`src/rtl/sleep_turnoff_regs.vh`:
```
// register offsets, field positions and reset values of the sleep turn-off bank
// assumes 8-bit register addresses on the internal control-interface register port
`ifndef SLEEP_TURNOFF_REGS_VH
`define SLEEP_TURNOFF_REGS_VH
`define ADDR_CONV_KEEP_ON     8'h42
`define ADDR_LINREG_TURNOFF   8'h43
`define ADDR_CONV_TURNOFF     8'h44
`define RST_LINREG_TURNOFF    8'h00
`define RST_CONV_TURNOFF      8'h00
`define RST_RDATA             8'h00
`define BIT_RSVD_HI           6
`define BIT_RSVD_LO           5
`define CONV_TURNOFF_WMASK    8'h9f
`define BIT_LINREG_C          7
`define BIT_LINREG_D          6
`define BIT_LINREG_G          5
`define BIT_LINREG_H          4
`define BIT_LINREG_E          3
`define BIT_LINREG_B          2
`define BIT_LINREG_A          1
`define BIT_LINREG_F          0
`define BIT_WAKE_DEFAULT      7
`define BIT_SPARE             4
`define BIT_FET_CTRL          3
`define BIT_CORE_B            2
`define BIT_CORE_A            1
`define BIT_IO_CONV           0
`endif

```
`src/rtl/sleep_supply_turnoff_config.v`:
```
// two 8-bit sleep turn-off configuration registers and their supply controls
// assumes an internal register port from the control serial interface, one clock
//
// How it works
// linreg turn-off bits map c,d,g,h,e,b,a,f
// turn-off honoured only when keep-on bit clear
// converter bits: fet ctrl, core b, core a, io
// bit 7 selects power-on voltages on wake
// general reset clears both registers
// converter keep-on selects pwm, else pfm in sleep
// bits 6:5 read zero, bit 4 stored only
`timescale 1ns/1ps
`include "sleep_turnoff_regs.vh"
module sleep_supply_turnoff_config (
	input  wire       core_clk,
	input  wire       srst,
	input  wire       clk_en,
	input  wire       reg_wr,
	input  wire       reg_rd,
	input  wire [7:0] reg_addr,
	input  wire [7:0] reg_wdata,
	output reg  [7:0] reg_rdata,
	input  wire       in_sleep,
	input  wire [7:0] linreg_keep_on,
	input  wire [7:0] converter_keep_on,
	output wire [7:0] linreg_sleep_off,
	output wire [3:0] converter_sleep_off,
	output wire [2:0] converter_sleep_pwm,
	output wire       wake_use_poweron_voltages
);
	// register images and their next values
	reg  [7:0] linreg_turnoff_q;
	reg  [7:0] linreg_turnoff_d;
	reg  [7:0] conv_turnoff_q;
	reg  [7:0] conv_turnoff_d;
	reg  [7:0] rdata_d;

	// supply requests and keep-on masks
	wire [7:0] linreg_request;
	wire [3:0] conv_request;
	wire [3:0] conv_keep;

	// access strobes
	wire       write_linreg;
	wire       write_conv;
	wire       read_take;
	wire       read_linreg;
	wire       read_conv;
	wire       read_other;

	// named fields of the linear regulator register
	wire       linreg_c_sleep_off;
	wire       linreg_d_sleep_off;
	wire       linreg_g_sleep_off;
	wire       linreg_h_sleep_off;
	wire       linreg_e_sleep_off;
	wire       linreg_b_sleep_off;
	wire       linreg_a_sleep_off;
	wire       linreg_f_sleep_off;

	// named fields of the converter register
	wire       unused_storage_bit;
	wire       fet_ctrl_sleep_off;
	wire       core_b_sleep_off;
	wire       core_a_sleep_off;
	wire       io_conv_sleep_off;

	// true when an access targets the given register offset
	function addr_hit;
		input [7:0] addr;
		input [7:0] target;
		begin
			addr_hit = (addr == target);
		end
	endfunction

	// read view of the converter register: reserved bits always zero
	function [7:0] conv_view;
		input [7:0] value;
		begin
			conv_view = value & `CONV_TURNOFF_WMASK;
		end
	endfunction

	// pwm request of one converter: awake always pwm, asleep follows keep-on
	function pwm_keep;
		input asleep;
		input keep;
		begin
			pwm_keep = ~asleep | keep;
		end
	endfunction

	// access strobes, all frozen while clk_en is low
	assign write_linreg = clk_en & reg_wr & addr_hit(reg_addr, `ADDR_LINREG_TURNOFF);
	assign write_conv   = clk_en & reg_wr & addr_hit(reg_addr, `ADDR_CONV_TURNOFF);
	assign read_take    = clk_en & reg_rd;
	assign read_linreg  = read_take & addr_hit(reg_addr, `ADDR_LINREG_TURNOFF);
	assign read_conv    = read_take & addr_hit(reg_addr, `ADDR_CONV_TURNOFF);
	assign read_other   = read_take & ~read_linreg & ~read_conv;

	// next value of the linear regulator register
	always @* begin
		linreg_turnoff_d = linreg_turnoff_q;
		if (write_linreg) begin
			linreg_turnoff_d[`BIT_LINREG_C] = reg_wdata[`BIT_LINREG_C];
			linreg_turnoff_d[`BIT_LINREG_D] = reg_wdata[`BIT_LINREG_D];
			linreg_turnoff_d[`BIT_LINREG_G] = reg_wdata[`BIT_LINREG_G];
			linreg_turnoff_d[`BIT_LINREG_H] = reg_wdata[`BIT_LINREG_H];
			linreg_turnoff_d[`BIT_LINREG_E] = reg_wdata[`BIT_LINREG_E];
			linreg_turnoff_d[`BIT_LINREG_B] = reg_wdata[`BIT_LINREG_B];
			linreg_turnoff_d[`BIT_LINREG_A] = reg_wdata[`BIT_LINREG_A];
			linreg_turnoff_d[`BIT_LINREG_F] = reg_wdata[`BIT_LINREG_F];
		end
	end

	// next value of the converter register; reserved bits never take a one
	always @* begin
		conv_turnoff_d = conv_turnoff_q;
		if (write_conv) begin
			conv_turnoff_d[`BIT_WAKE_DEFAULT] = reg_wdata[`BIT_WAKE_DEFAULT];
			conv_turnoff_d[`BIT_RSVD_HI]      = 1'b0;
			conv_turnoff_d[`BIT_RSVD_LO]      = 1'b0;
			conv_turnoff_d[`BIT_SPARE]        = reg_wdata[`BIT_SPARE];
			conv_turnoff_d[`BIT_FET_CTRL]     = reg_wdata[`BIT_FET_CTRL];
			conv_turnoff_d[`BIT_CORE_B]       = reg_wdata[`BIT_CORE_B];
			conv_turnoff_d[`BIT_CORE_A]       = reg_wdata[`BIT_CORE_A];
			conv_turnoff_d[`BIT_IO_CONV]      = reg_wdata[`BIT_IO_CONV];
		end
	end

	// general reset clears both registers and wins over clk_en
	always @(posedge core_clk) begin
		if (srst) begin
			linreg_turnoff_q <= `RST_LINREG_TURNOFF;
			conv_turnoff_q   <= `RST_CONV_TURNOFF;
		end else if (clk_en) begin
			linreg_turnoff_q <= linreg_turnoff_d;
			conv_turnoff_q   <= conv_turnoff_d;
		end
	end

	// read data: a read in the same cycle as a write returns the old value
	always @* begin
		rdata_d = reg_rdata;
		if (read_linreg) begin
			rdata_d = linreg_turnoff_q;
		end else if (read_conv) begin
			rdata_d = conv_view(conv_turnoff_q);
		end else if (read_other) begin
			rdata_d = 8'h00;
		end
	end

	// read data holds until the next read is taken
	always @(posedge core_clk) begin
		if (srst) begin
			reg_rdata <= `RST_RDATA;
		end else if (clk_en) begin
			reg_rdata <= rdata_d;
		end
	end

	// field views of the linear regulator register
	assign linreg_c_sleep_off = linreg_turnoff_q[`BIT_LINREG_C];
	assign linreg_d_sleep_off = linreg_turnoff_q[`BIT_LINREG_D];
	assign linreg_g_sleep_off = linreg_turnoff_q[`BIT_LINREG_G];
	assign linreg_h_sleep_off = linreg_turnoff_q[`BIT_LINREG_H];
	assign linreg_e_sleep_off = linreg_turnoff_q[`BIT_LINREG_E];
	assign linreg_b_sleep_off = linreg_turnoff_q[`BIT_LINREG_B];
	assign linreg_a_sleep_off = linreg_turnoff_q[`BIT_LINREG_A];
	assign linreg_f_sleep_off = linreg_turnoff_q[`BIT_LINREG_F];

	// field views of the converter register; the spare bit feeds no supply
	assign wake_use_poweron_voltages = conv_turnoff_q[`BIT_WAKE_DEFAULT];
	assign unused_storage_bit        = conv_turnoff_q[`BIT_SPARE];
	assign fet_ctrl_sleep_off        = conv_turnoff_q[`BIT_FET_CTRL];
	assign core_b_sleep_off          = conv_turnoff_q[`BIT_CORE_B];
	assign core_a_sleep_off          = conv_turnoff_q[`BIT_CORE_A];
	assign io_conv_sleep_off         = conv_turnoff_q[`BIT_IO_CONV];

	// regulator requests in keep-on bit order
	assign linreg_request = {
		linreg_c_sleep_off,
		linreg_d_sleep_off,
		linreg_g_sleep_off,
		linreg_h_sleep_off,
		linreg_e_sleep_off,
		linreg_b_sleep_off,
		linreg_a_sleep_off,
		linreg_f_sleep_off
	};

	// converter requests, fet controller on top
	assign conv_request = {
		fet_ctrl_sleep_off,
		core_b_sleep_off,
		core_a_sleep_off,
		io_conv_sleep_off
	};

	// fet controller has no keep-on bit, so its request is always honoured
	assign conv_keep = {1'b0, converter_keep_on[`BIT_CORE_B:`BIT_IO_CONV]};

	sleep_gate #(.W(8)) u_linreg_gate (
		.turnoff    (linreg_request),
		.keep_on    (linreg_keep_on),
		.in_sleep   (in_sleep),
		.supply_off (linreg_sleep_off)
	);

	sleep_gate #(.W(4)) u_conv_gate (
		.turnoff    (conv_request),
		.keep_on    (conv_keep),
		.in_sleep   (in_sleep),
		.supply_off (converter_sleep_off)
	);

	// high keeps pwm mode through sleep, low forces pfm while asleep
	assign converter_sleep_pwm[2] = pwm_keep(in_sleep, converter_keep_on[`BIT_CORE_B]);
	assign converter_sleep_pwm[1] = pwm_keep(in_sleep, converter_keep_on[`BIT_CORE_A]);
	assign converter_sleep_pwm[0] = pwm_keep(in_sleep, converter_keep_on[`BIT_IO_CONV]);
endmodule

```
`src/rtl/sleep_gate.v`:
```
// masks turn-off requests with keep-on bits and qualifies by the sleep state
// assumes all inputs are synchronous to core_clk
`timescale 1ns/1ps
module sleep_gate #(
	parameter W = 8
) (
	input  wire [W-1:0] turnoff,
	input  wire [W-1:0] keep_on,
	input  wire         in_sleep,
	output wire [W-1:0] supply_off
);
	// keep-on wins over a turn-off request
	assign supply_off = {W{in_sleep}} & turnoff & ~keep_on;
endmodule

```
`config.mk`:
```
export PLATFORM = sky130hd
export DESIGN_NAME = sleep_supply_turnoff_config
export DESIGN_NICKNAME = d
export VERILOG_FILES = /design/src/rtl/sleep_supply_turnoff_config.v /design/src/rtl/sleep_gate.v
export VERILOG_INCLUDE_DIRS = /design/src /design/src/rtl
export SDC_FILE = /design/constraint.sdc
export NUM_CORES = 1
export LEC_CHECK = 0
export BUFFER_PORTS_ARGS = -buffer_cell sky130_fd_sc_hd__buf_2
export CAP_MARGIN = 15
export CORE_MARGIN = 5
export CORE_UTILIZATION = 47
export DETAILED_ROUTE_END_ITERATION = 7
export PLACE_DENSITY = 0.84
export SETUP_SLACK_MARGIN = 0.05
export SYNTH_ARGS = -nofsm -noshare
export SYNTH_HDL_FRONTEND = slang
export SYNTH_SLANG_ARGS = --single-unit
```
`constraint.sdc`:
```
create_clock -name core_clk -period 3.1 [get_ports core_clk]
set_input_delay 0.62 -clock core_clk [delete_from_list [all_inputs] [get_ports core_clk]]
set_output_delay 0.62 -clock core_clk [all_outputs]
set_load 0.02 [all_outputs]
```
# Word level (Yosys, flattened, before mapping)
# Cells that the tools add are included.
[classes] n_eq_ne=2 muxes=3 bitwise=20 n_reduce_logical=4
[ops] op="$mux 8" count=3
[ops] op="$and 8x8->8" count=2
[ops] op="$eq 8x7->1 const B" count=2
[ops] op="$and 1x1->1" count=8
[ops] op="$and 4x4->4" count=2
[ops] op="$not 8->8" count=1
[ops] op="$reduce_and 2->1" count=3
[ops] op="$not 3->4" count=1
[ops] op="$not 1->1" count=3
[ops] op="$or 1x1->1" count=3
[ops] op="$reduce_bool 3->1" count=1
[word_totals] regBits=22 inputBits=38 output_inout_bits=24 word_cells=32

# Longest topological paths before layout
# Gate-level depths: netlist (run 1).
[depth] ltp_word=8 depth_mapped=4 mapped_depth_nobuf=3

# Hierarchy
# A second synthesis (run 1) with hierarchy kept.
[unflattened] hier_cells=132 hier_area_um2=1272.5
[by_module_without_submodules] mod="sleep_supply_turnoff_config" instances=1 cells_each=120 area_per_inst_um2=1167.4 seq_area_each_um2=440.4
[by_module_without_submodules] mod="sleep_gate at u_linreg_gate" instances=1 cells_each=8 area_per_inst_um2=70.1 seq_area_each_um2=0.0
[by_module_without_submodules] mod="sleep_gate at u_conv_gate" instances=1 cells_each=4 area_per_inst_um2=35.0 seq_area_each_um2=0.0

# Worst setup path before layout (run 1)
# No wires, ideal clock.
[synth_timing] path_kind="input to output" start="input in_sleep" end="output converter_sleep_off[1]" t_arrival_ns=1.406 required_time_ns=2.480 path_slack_ns=1.074 path_stages=3 n_path_buf=1 path_cell_list="clkbuf_1 -> nand2b_1 -> nor2_1"
[synth_between] elab_chain_len=2
[synth_rtl] element="start, declared" line_no="sleep_supply_turnoff_config.v:23" rtl="input wire in_sleep,"
[synth_rtl] element="$and 4x4->4 (2 in series)" line_no="sleep_gate.v:13" rtl="assign supply_off = {W{in_sleep}} & turnoff & ~keep_on;"
[synth_rtl] element="end, declared" line_no="sleep_supply_turnoff_config.v:27" rtl="output wire [3:0] converter_sleep_off,"
# No other way between the ends.

# Worst setup path in the final report (run 1)
[layout_timing] start="input reg_addr[5]" end="register conv_turnoff_q[2]"
[layout_between] elab_chain_len=3
[layout_rtl] element="start, declared" line_no="sleep_supply_turnoff_config.v:20" rtl="input wire [7:0] reg_addr,"
[layout_rtl] element="$eq 8x7->1" line_no="sleep_supply_turnoff_config.v:73" rtl="addr_hit = (addr == target);"
[layout_rtl] element="$and 1x1->1" line_no="sleep_supply_turnoff_config.v:96" rtl="assign write_conv = clk_en & reg_wr & addr_hit(reg_addr, `ADDR_CONV_TURNOFF);"
[layout_rtl] element="$reduce_and 2->1 (no line)"
[layout_rtl] element="end signal, assigned" line_no="sleep_supply_turnoff_config.v:136" rtl="conv_turnoff_q <= `RST_CONV_TURNOFF;"
[layout_rtl] element="end signal, assigned" line_no="sleep_supply_turnoff_config.v:139" rtl="conv_turnoff_q <= conv_turnoff_d;"
[layout_rtl] element="end, declared" line_no="sleep_supply_turnoff_config.v:34" rtl="reg [7:0] conv_turnoff_q;"
# No other way between the ends.
# A chain may end at the register's enable or synchronous reset.

==> results of run 1 <==
Yosys cell counts:
library cell                n
sky130_fd_sc_hd__nand2b_1  25
sky130_fd_sc_hd__dfxtp_1   22
sky130_fd_sc_hd__mux2i_1   14
sky130_fd_sc_hd__nand2_1   12
sky130_fd_sc_hd__nor2_1    10
sky130_fd_sc_hd__and2_1     7
sky130_fd_sc_hd__a221o_1    5
sky130_fd_sc_hd__clkbuf_1   5
sky130_fd_sc_hd__a21oi_1    4
sky130_fd_sc_hd__inv_1      3
sky130_fd_sc_hd__nand4_1    3
sky130_fd_sc_hd__a2111o_1   1
sky130_fd_sc_hd__and3b_1    1
sky130_fd_sc_hd__and4_1     1
sky130_fd_sc_hd__and4b_1    1
sky130_fd_sc_hd__nand3b_1   1
sky130_fd_sc_hd__nand4b_1   1
sky130_fd_sc_hd__nor4_2     1
sky130_fd_sc_hd__nor4_4     1
sky130_fd_sc_hd__nor4b_1    1
sky130_fd_sc_hd__nor4bb_1   1
sky130_fd_sc_hd__or3b_2     1
sky130_fd_sc_hd__or4b_4     1
sky130_fd_sc_hd__or4bb_1    1
stage by stage:
| stage | total power (uW) | area [um2] |
|---|---|---|
| 6_report | 556 | 1470 |
| 5_1_grt | 580 | 1470 |
| 4_1_cts | 560 | 1470 |
| 3_3_place_gp | 341 | 1420 |
| 3_5_place_dp | 343 | 1420 |
| 2_1_floorplan | 314 | 1120 |
worst max-delay path: cells and delay by family:
family | cells | cell delay (ps)
AND/OR/NAND/NOR | 2 | 1190
multiplexers | 1 | 260
buffers and inverters | 1 | 100
worst max-delay path by stage:
| stage | slack, ps | to |
|---|---|---|
| finish | 1160 | conv_turnoff_q[2] |
| global route | 1020 | linreg_request[1] |
| CTS | 1160 | conv_turnoff_q[2] |
| detailed placement | 830 | linreg_request[1] |
| global placement | 910 | conv_turnoff_q[1] |
| floorplan | 1070 | converter_sleep_off[1] |
cells in the final DEF, fill, tap and decap left out:
master	count
sky130_fd_sc_hd__dfxtp_1	22
sky130_fd_sc_hd__nor4bb_1	1
sky130_fd_sc_hd__or4bb_1	1
sky130_fd_sc_hd__nor4_2	1
sky130_fd_sc_hd__a2111o_1	1
sky130_fd_sc_hd__and4b_1	1
sky130_fd_sc_hd__nor4_4	1
sky130_fd_sc_hd__inv_1	3
sky130_fd_sc_hd__nor4b_1	1
sky130_fd_sc_hd__or3b_2	1
sky130_fd_sc_hd__nand4b_1	1
sky130_fd_sc_hd__bufinv_16	1
sky130_fd_sc_hd__and2_1	7
sky130_fd_sc_hd__nand3b_1	1
sky130_fd_sc_hd__and3b_1	1
sky130_fd_sc_hd__a221o_1	5
sky130_fd_sc_hd__buf_2	56
sky130_fd_sc_hd__nor2_1	10
sky130_fd_sc_hd__and4_1	1
sky130_fd_sc_hd__nand4_1	3
sky130_fd_sc_hd__a21oi_1	4
sky130_fd_sc_hd__or4b_4	1
sky130_fd_sc_hd__clkbuf_4	3
sky130_fd_sc_hd__nand2_1	12
sky130_fd_sc_hd__nand2b_1	25
sky130_fd_sc_hd__mux2i_1	14
registers in the layout (all words and copies together) (netlist names):
signal	cells
conv_turnoff_q	6
linreg_request	8
reg_rdata	8
routing by layer:
layer,up-vias,part of all wire,GRT usage
met3,4,0.053,0.0219
met4,0,0.017,0.0906
met1,521,0.38,0.202
met5,-,0,0
met2,33,0.55,0.342
li1,539,-,-
layout make-up:
cell class,count,area [um2],area share
clock buffer,3,22.5,0.0153
timing repair buffer,56,280,0.190
multi-input combinational,93,653,0.444
sequential,22,440,0.299
tap,28,35.0,0.0238
inverter,3,11.3,0.00765
clock inverter,1,30.0,0.0204
power by group through the flow:
| stage | Clock (uW) | Combinational (uW) | Sequential (uW) |
|---|---|---|---|
| after floorplan | 0 | 24.7 | 289 |
| after global placement | 0 | 51.6 | 289 |
| after detailed placement | 0 | 53.7 | 289 |
| after CTS | 223 | 54.0 | 283 |
| after global routing | 238 | 59.6 | 283 |
| final | 219 | 54.1 | 283 |
logic make-up (layout without fill, tap and decap cells):
kind of cell | Yosys count | in the layout | synth area share
AND/OR/NAND/NOR | 69 | 69 | 0.384
AO/OA/AOI/OAI | 10 | 10 | 0.0724
buffers and inverters | 8 | 63 | 0.0267
flip-flops | 22 | 22 | 0.392
multiplexers | 14 | 14 | 0.125
==> results.md, run 1 <==
* Status: finished, final reports clean
* HP Start: reg_rdata[5]
* RSZ-0062 raised after global routing: false
* Summed instance area of the synthesized netlist at 1120 um2
* Number of cells on the worst hold path at 2
* Number of inserted filler cells in the final layout at a little under 200
* Post-Route Setup TNS at 0 ps
* Core Area at 2250 um2
* Total grt overflow at 0
* DRT iter0 DRCs at 32
* Detailed placer's ending HPWL at 2260 um
* P_int at 440 uW
* Area of the die at 3470 um2
* Share of Yosys cell area claimed by the top area cell type at 0.392
* Data arrival time of the critical path at 2180 ps
* Count of TritonRoute iterations in the first routing pass at 4
* Final number of max-transition violations at 0
* Data required time at the worst endpoint at 3340 ps
* Chip Width at 58.9 um
* Number of clock sinks at 22
* Total number of H-tree levels at 1
* TritonCTS buffer count at 3
* Die span in y at 58.9 um
* Drt total wl at 2970 um
* Synthesized netlist net count at 161
* Clock power share at 0.394
* Std cell rows at 17
* Sort of element at the start of the critical path: input port
* Max-cap violations at 0
* Vias in the first global route at 1,098
* Proportion of total power due to net switching at 0.210
* Count of mapped cells out of synthesis at approximately 120
* DRC at 0
* Crit-path cells: buf_2 -> or4b_4 -> nor4_4 -> mux2i_1
* Logic pwr share at 0.097
* Worst Setup Path Type: in -> reg
* Reg2reg end: reg_rdata[7]
* Via count of the routed design at around 1,100
* Worst-path cell with the longest stage delay: sky130_fd_sc_hd__nor4_4
* Buffer depth of the longest clock path at 2
* Pin count of the biggest net entering global routing at 29
* Worst vdd ir at 236 uV
* Fraction of layout cells with a size suffix above 1 at 0.360
* Final setup violating endpoints at 0
* Skew-Pair Late Insertion Delay at 310 ps
* Overall routing resource usage at 0.184
* Reg-to-Reg Start: conv_turnoff_q[7]
* Worst min-delay path category: reg -> reg
* Post-CTS clock slew at the launch and capture registers of the worst setup and hold paths at roughly 120 ps
* Clock period minus worst slack at between 1500 and 2000 ps
* Port buffer count at 56
* Share of the cycle needed by the critical path after routing at 0.625
* Antenna diode count at 0
* Final Hold Fails at 0
* Routed via count divided by cell count at 5.33
* Starting utilization of the core area at 0.498
* Sequential share of power at 0.508
* Reg2Reg Depth at 3
* Switching power total at 117 uW
* Clock Root Buffer: sky130_fd_sc_hd__clkbuf_4
* NumNets Final at 217
* Synth top area cells: sky130_fd_sc_hd__dfxtp_1 39%, sky130_fd_sc_hd__nand2b_1 14%, sky130_fd_sc_hd__mux2i_1 12%
* Worst-margin pin slew at 724 ps
* Post-CTS setup repair buffer count at 0
* Hold worst-path end: reg_rdata[5]
* Initial antenna violation count at 0
* Fin Hold WS at 456 ps
* Pre-CTS worst setup slack at 829 ps
* Mean instance size in the synthesized netlist at 9.13 um2
* Post-DRT Antenna Nets at 0
* Fmax at 516 MHz
* Final Wtd Congestion at 0.759
* Final setup skew at ~7.6 ps
* Post-route core utilization at 0.653
* Post-cts sizing count at 0
* Synthesis-stage register bit count at 22
* Total power per unit cell area at 378 nW/um2
* Detailed-route wire length per cell at 14.4 um
* Endpoint kind of the worst setup timing path: register
* # placed instances at 202
* Area added between synthesis and finish at 31.1%
* Io pins at 62
* # hold bufs at CTS at 0
* Headroom to the max-slew limit at 0.511
* Flop-to-flop setup slack at 1740 ps
* Number of library cell types mapped by synthesis at 24
* Synth Warn # at 0
* Worst-case setup margin in the final layout at ~1200 ps
* Source of the critical timing path: reg_addr[5]
* Worst stage delay on the critical path at ~620 ps
* Non-Filler Instances at 206
* Sequential element share of the synthesized area at 0.392
* CTS tree: done
* Leading area contributor after synthesis: sky130_fd_sc_hd__dfxtp_1
* Pleak at 0.000675 uW
* CP Max Fanout at 6
* Global-route wire length before repair at 4820 um
(Power assumes the default switching activity.)
==> run 2: changes to the inputs <==
--- a/config.mk
+++ b/config.mk
@@ -9,9 +9,9 @@
 export BUFFER_PORTS_ARGS = -buffer_cell sky130_fd_sc_hd__buf_2
 export CAP_MARGIN = 15
 export CORE_MARGIN = 5
-export CORE_UTILIZATION = 47
+export CORE_UTILIZATION = 43
 export DETAILED_ROUTE_END_ITERATION = 7
-export PLACE_DENSITY = 0.84
+export PLACE_DENSITY = 0.78
 export SETUP_SLACK_MARGIN = 0.05
 export SYNTH_ARGS = -nofsm -noshare
 export SYNTH_HDL_FRONTEND = slang
==> constraint.sdc (replaced) <==
create_clock -name core_clk -period 1.9 [get_ports core_clk]
set_input_delay 0.38 -clock core_clk [delete_from_list [all_inputs] [get_ports core_clk]]
set_output_delay 0.38 -clock core_clk [all_outputs]
set_load 0.02 [all_outputs]
==> run 2 against run 1 <==
Net effect: die area increased by 7.7%; cell area increased by 1.6%; non-clock buffer count grew 5; critical path type unchanged; power grew 45%; register-to-register slack worse by 1200 ps; clock skew down 5.1 ps; highest routed layer unchanged; combinational power grew 66%; clock-buffer cell count increased by 1.
==> results.md, run 2 (same netlist as run 1, synthesis figures left out) <==
* CP Max Fanout at 6
* Max-cap violations at 0
* Final Wtd Congestion at between 0.8 and 0.9
* DRT iter0 DRCs at 9
* Post-CTS clock slew at the launch and capture registers of the worst setup and hold paths at 120 ps
* Initial antenna violation count at 0
* Final setup violating endpoints at 0
* Die span in y at between 60 and 70 um
* Area of the die at 3740 um2
* Fraction of layout cells with a size suffix above 1 at 0.377
* P_int at 624 uW
* DRC at 0
* Worst stage delay on the critical path at 570 ps
* Global-route wire length before repair at 4660 um
* Buffer depth of the longest clock path at 2
* Area added between synthesis and finish at 33.2%
* CP top delay family: simple AND/OR/NAND/NOR gates
* Via count of the routed design at around 1,100
* Reg2reg end: reg_rdata[7]
* Sort of element at the start of the critical path: input port
* Detailed-route wire length per cell at 13.5 um
* Share of the cycle needed by the critical path after routing at 0.792
* Pleak at approximately 0.00069 uW
* Pre-CTS worst setup slack at 65.2 ps
* Chip Width at just over 60 um
* Post-Route Setup TNS at 0 ps
* Antenna diode count at 0
* Worst-case setup margin in the final layout at 395 ps
* Status: finished, final reports clean
* Starting utilization of the core area at 0.454
* Core Area at approximately 2500 um2
* Worst-margin pin slew at 408 ps
* Headroom to the max-slew limit at 0.727
* Number of clock sinks at 22
* Switching power total at 185 uW
* Data required time at the worst endpoint at 2130 ps
* Crit-path cells: buf_2 -> or4b_4 -> nor4_4 -> buf_4 -> mux2i_1
* Port buffer count at 56
* Most frequent standard cell in the layout excluding fill and tap cells: sky130_fd_sc_hd__buf_2
* Routed via count divided by cell count at 5.04
* Final Hold Fails at 0
* Drt total wl at 2880 um
* Total power per unit cell area at between 500 and 600 nW/um2
* Pin count of the biggest net entering global routing at 18
* Logic pwr share at 0.111
* Post-cts sizing count at 0
* Worst min-delay path category: in -> reg
* TritonCTS buffer count at 3
* Total number of H-tree levels at 1
* Buffers & Inverters on Critical Path at 2
* Worst-path cell with the longest stage delay: sky130_fd_sc_hd__or4b_4
* CTS tree: done
* Post-route core utilization at 0.604
* Clock Root Buffer: sky130_fd_sc_hd__clkbuf_4
* Detailed placer's ending HPWL at approximately 2300 um
* Final setup skew at 2.55 ps
* Worst Setup Path Type: in -> reg
* Clock power share at 0.318
* NumNets Final at between 200 and 250
* Source of the critical timing path: reg_addr[5]
* Reg-to-Reg Start: conv_turnoff_q[7]
* Post-CTS setup repair buffer count at 0
* Clock period minus worst slack at ~1500 ps
* Most frequent cells in the layout: 56 x sky130_fd_sc_hd__buf_2, 25 x sky130_fd_sc_hd__nand2b_1, 22 x sky130_fd_sc_hd__dfxtp_1
* Proportion of total power due to net switching at 0.228
* Std cell rows at 18
* RSZ-0062 raised after global routing: false
* Skew-Pair Late Insertion Delay at around 300 ps
* Sequential share of power at 0.571
* Overall routing resource usage at 0.168
* Endpoint kind of the worst setup timing path: register
* Final number of max-transition violations at 0
* Flop-to-flop setup slack at between 500 and 600 ps
* Total grt overflow at 0
* Fmax at 664 MHz
* Worst setup endpoint: conv_turnoff_q[2]
* Worst vdd ir at approximately 410 uV
* Reg2Reg Depth at 3
* Fin Hold WS at 320 ps
* Vias in the first global route at 1,066
* Count of TritonRoute iterations in the first routing pass at 4
* Post-DRT Antenna Nets at 0
* Overall power at 808 uW
* Data arrival time of the critical path at 1740 ps
* # hold bufs at CTS at 0
* Count of cell instances traversed by the critical path at 5
* Io pins at 62
[run 2: routing by layer]
metal,vias to the layer above,GRT usage,share of wire
met5,-,0,0
met4,0,0.0681,0.014
met3,4,0.0189,0.048
met2,25,0.323,0.55
met1,494,0.184,0.38
li1,551,-,-
[run 2: worst min-delay path by stage]
stage | from | to | slack [ps] | cells after the start
CTS | reg_wdata[6] | linreg_request[6] | 320 | 3
floorplan | conv_turnoff_q[4] | conv_turnoff_q[4] | 450 | 2
finish | reg_wdata[6] | linreg_request[6] | 320 | 3
global placement | reg_rdata[6] | reg_rdata[6] | 440 | 2
global route | reg_wdata[6] | linreg_request[6] | 330 | 3
detailed placement | reg_rdata[5] | reg_rdata[5] | 440 | 2
[run 2: metrics by stage]
step / instance area [um2] / std cells
2_1_floorplan: 1120 / 123
3_5_place_dp: 1460 / 209
4_1_cts: 1500 / 213
6_report: 1500 / 213
5_1_grt: 1500 / 213
3_3_place_gp: 1460 / 209
[run 2: power by group through the flow]
stage | clock network (uW) | logic, uW | registers (uW)
final | 257 | 90.0 | 461
after global routing | 290 | 100 | 462
after CTS | 267 | 91.3 | 462
after detailed placement | 0 | 91.2 | 472
after global placement | 0 | 88.3 | 472
after floorplan | 0 | 40.3 | 472
[run 2: area by class of cell]
type | count | area [um2]
fillers | 226 | 981
multi-input cells | 93 | 653
flip-flops and latches | 22 | 440
repair buffers | 61 | 318
well taps | 30 | 37.5
clock buffers | 4 | 36.3
inverters | 3 | 11.3
[run 2: worst min-delay path, cell delays in order]
cell and delay, ps:
sky130_fd_sc_hd__buf_2 90, sky130_fd_sc_hd__nand2b_1 50, sky130_fd_sc_hd__mux2i_1 60
==> run 3: changes to the inputs <==
==> constraint.sdc (replaced) <==
create_clock -name core_clk -period 1.52 [get_ports core_clk]
set_input_delay 0.304 -clock core_clk [delete_from_list [all_inputs] [get_ports core_clk]]
set_output_delay 0.304 -clock core_clk [all_outputs]
set_load 0.02 [all_outputs]
==> run 3 against run 2 <==
Net effect: sequential power increased by 25%; largest cell class unchanged; critical path depth unchanged; highest routed layer unchanged; power rose by 42%; combinational power rose by 40%; worst setup slack worse by 260 ps.
==> results.md, run 3 (same netlist as run 1, synthesis figures left out) <==
* TritonCTS buffer count at 3
* Vias in the first global route at 1,141
* Detailed-route wire length per cell at 14.0 um
* Data arrival time of the critical path at 1620 ps
* Worst Setup Path Type: in -> reg
* Final number of max-transition violations at 0
* Skew-Pair Late Insertion Delay at 310 ps
* DRC at 0
* Final setup violating endpoints at 0
* Met1 Track Usage GR at 0.187
* Final Hold Fails at 0
* Global-route wire length before repair at roughly 4900 um
* Total power per unit cell area at about 730 nW/um2
* Total number of H-tree levels at 1
* Via count of the routed design at 1,121
* Data required time at the worst endpoint at roughly 1800 ps
* Chip Width at 61.1 um
* Std cell rows at 18
* Worst stage delay on the critical path at 570 ps
* Post-CTS clock slew at the launch and capture registers of the worst setup and hold paths at 120 ps
* Antenna diode count at 0
* Worst vdd ir at 706 uV
* Endpoint kind of the worst setup timing path: register
* CP top delay family: simple AND/OR/NAND/NOR gates
* NumNets Final at 228
* CTS tree: done
* Core Area at 2480 um2
* Worst-margin pin slew at 420 ps
* Number of clock sinks at 22
* Post-Route Setup TNS at 0 ps
* Fmax at about 700 MHz
* Worst-path cell with the longest stage delay: sky130_fd_sc_hd__or4b_4
* Post-DRT Antenna Nets at 0
* Count of TritonRoute iterations in the first routing pass at 4
* Number of inserted filler cells in the final layout at 232
* Die span in y at 61.1 um
* Starting utilization of the core area at 0.454
* Fraction of layout cells with a size suffix above 1 at 0.407
* # placed instances at 215
* RSZ-0062 raised after global routing: false
* Worst min-delay path category: in -> reg
* Share of the cycle needed by the critical path after routing at 0.913
* Sort of element at the start of the critical path: input port
* Status: finished, final reports clean
* Buffer depth of the longest clock path at 2
* Pleak at 0.000732 uW
* DRT iter0 DRCs at 29
* Max-cap violations at 0
* Final Wtd Congestion at 0.803
* Crit-path cells: buf_2 -> or4b_4 -> nor4_4 -> buf_4 -> mux2i_1
* Fin Hold WS at approximately 230 ps
* Fraction of met2 tracks used by global routing at 0.319
* Clock Root Buffer: sky130_fd_sc_hd__clkbuf_4
* Pin count of the biggest net entering global routing at 23
* Detailed placer's ending HPWL at about 2400 um
* Final setup skew at 7.42 ps
* Layer with the highest usage after global routing: met2
* Met3 global-route usage at 0.0168
* Headroom to the max-slew limit at 0.720
* Post-CTS setup repair buffer count at 0
* Port buffer count at 56
* Io pins at 62
* Total grt overflow at 0
* Most frequent standard cell in the layout excluding fill and tap cells: sky130_fd_sc_hd__buf_2
* Drt total wl at about 3100 um
* Post-route core utilization at 0.632
* Non-Filler Instances at 219
* Most frequent cells in the layout: 56 x sky130_fd_sc_hd__buf_2, 25 x sky130_fd_sc_hd__nand2b_1, 21 x sky130_fd_sc_hd__dfxtp_1
* Buffers & Inverters on Critical Path at 2
* CP Max Fanout at 6
* Area added between synthesis and finish at 39.3%
* Routed via count divided by cell count at 5.12
* Clock period minus worst slack at 1390 ps
* Initial antenna violation count at 0
* Area of the die at 3740 um2
* Overall routing resource usage at 0.174
run 3: through the flow:
step	setup WS, ps	cell area (um2)	total power [uW]
floorplan	-106	1130	641
global placement	-166	1510	710
detailed placement	-193	1510	715
CTS	129	1560	1160
global route	67.5	1570	1200
finish	132	1570	1150
run 3: what timing repair did:
action,in CTS,in global routing
resized for setup,0,1
hold buffers,0,0
setup endpoints to repair,0,1
run 3: routing by layer:
metal | vias up | wire, um
li1 | 559 | -
met1 | 523 | 1180
met2 | 29 | 1670
met3 | 10 | 134
met4 | 0 | 87
met5 | - | 0
run 3: final cells by class:
class                      instances  area, um2  share of cell area
sequential                        22        442               0.282
timing repair buffer              67        363               0.232
clock buffer                       3       22.5              0.0144
inverter                           3       11.3             0.00719
clock inverter                     1       30.0              0.0192
tap                               30       37.5              0.0240
multi-input combinational         93        659               0.421
run 3: final timing paths:
path / startpoint / endpoint / slack [ps] / cells past startpoint
worst min register to register: reg_rdata[6] / reg_rdata[6] / 470 / 2
worst max-delay path: reg_addr[5] / conv_turnoff_q[7] / 130 / 5
worst min-delay path: srst / reg_rdata[5] / 230 / 2
worst max register to register: conv_turnoff_q[7] / reg_rdata[7] / 160 / 3
run 3: power by group:
| part | internal, uW | switching (uW) | leakage [uW] |
|---|---|---|---|
| registers | 577 | 0.197 | 0.000178 |
| logic | 64.4 | 61.1 | 0.000526 |
| clock network | 266 | 180 | 0.0000279 |
| total | 907 | 242 | 0.000732 |
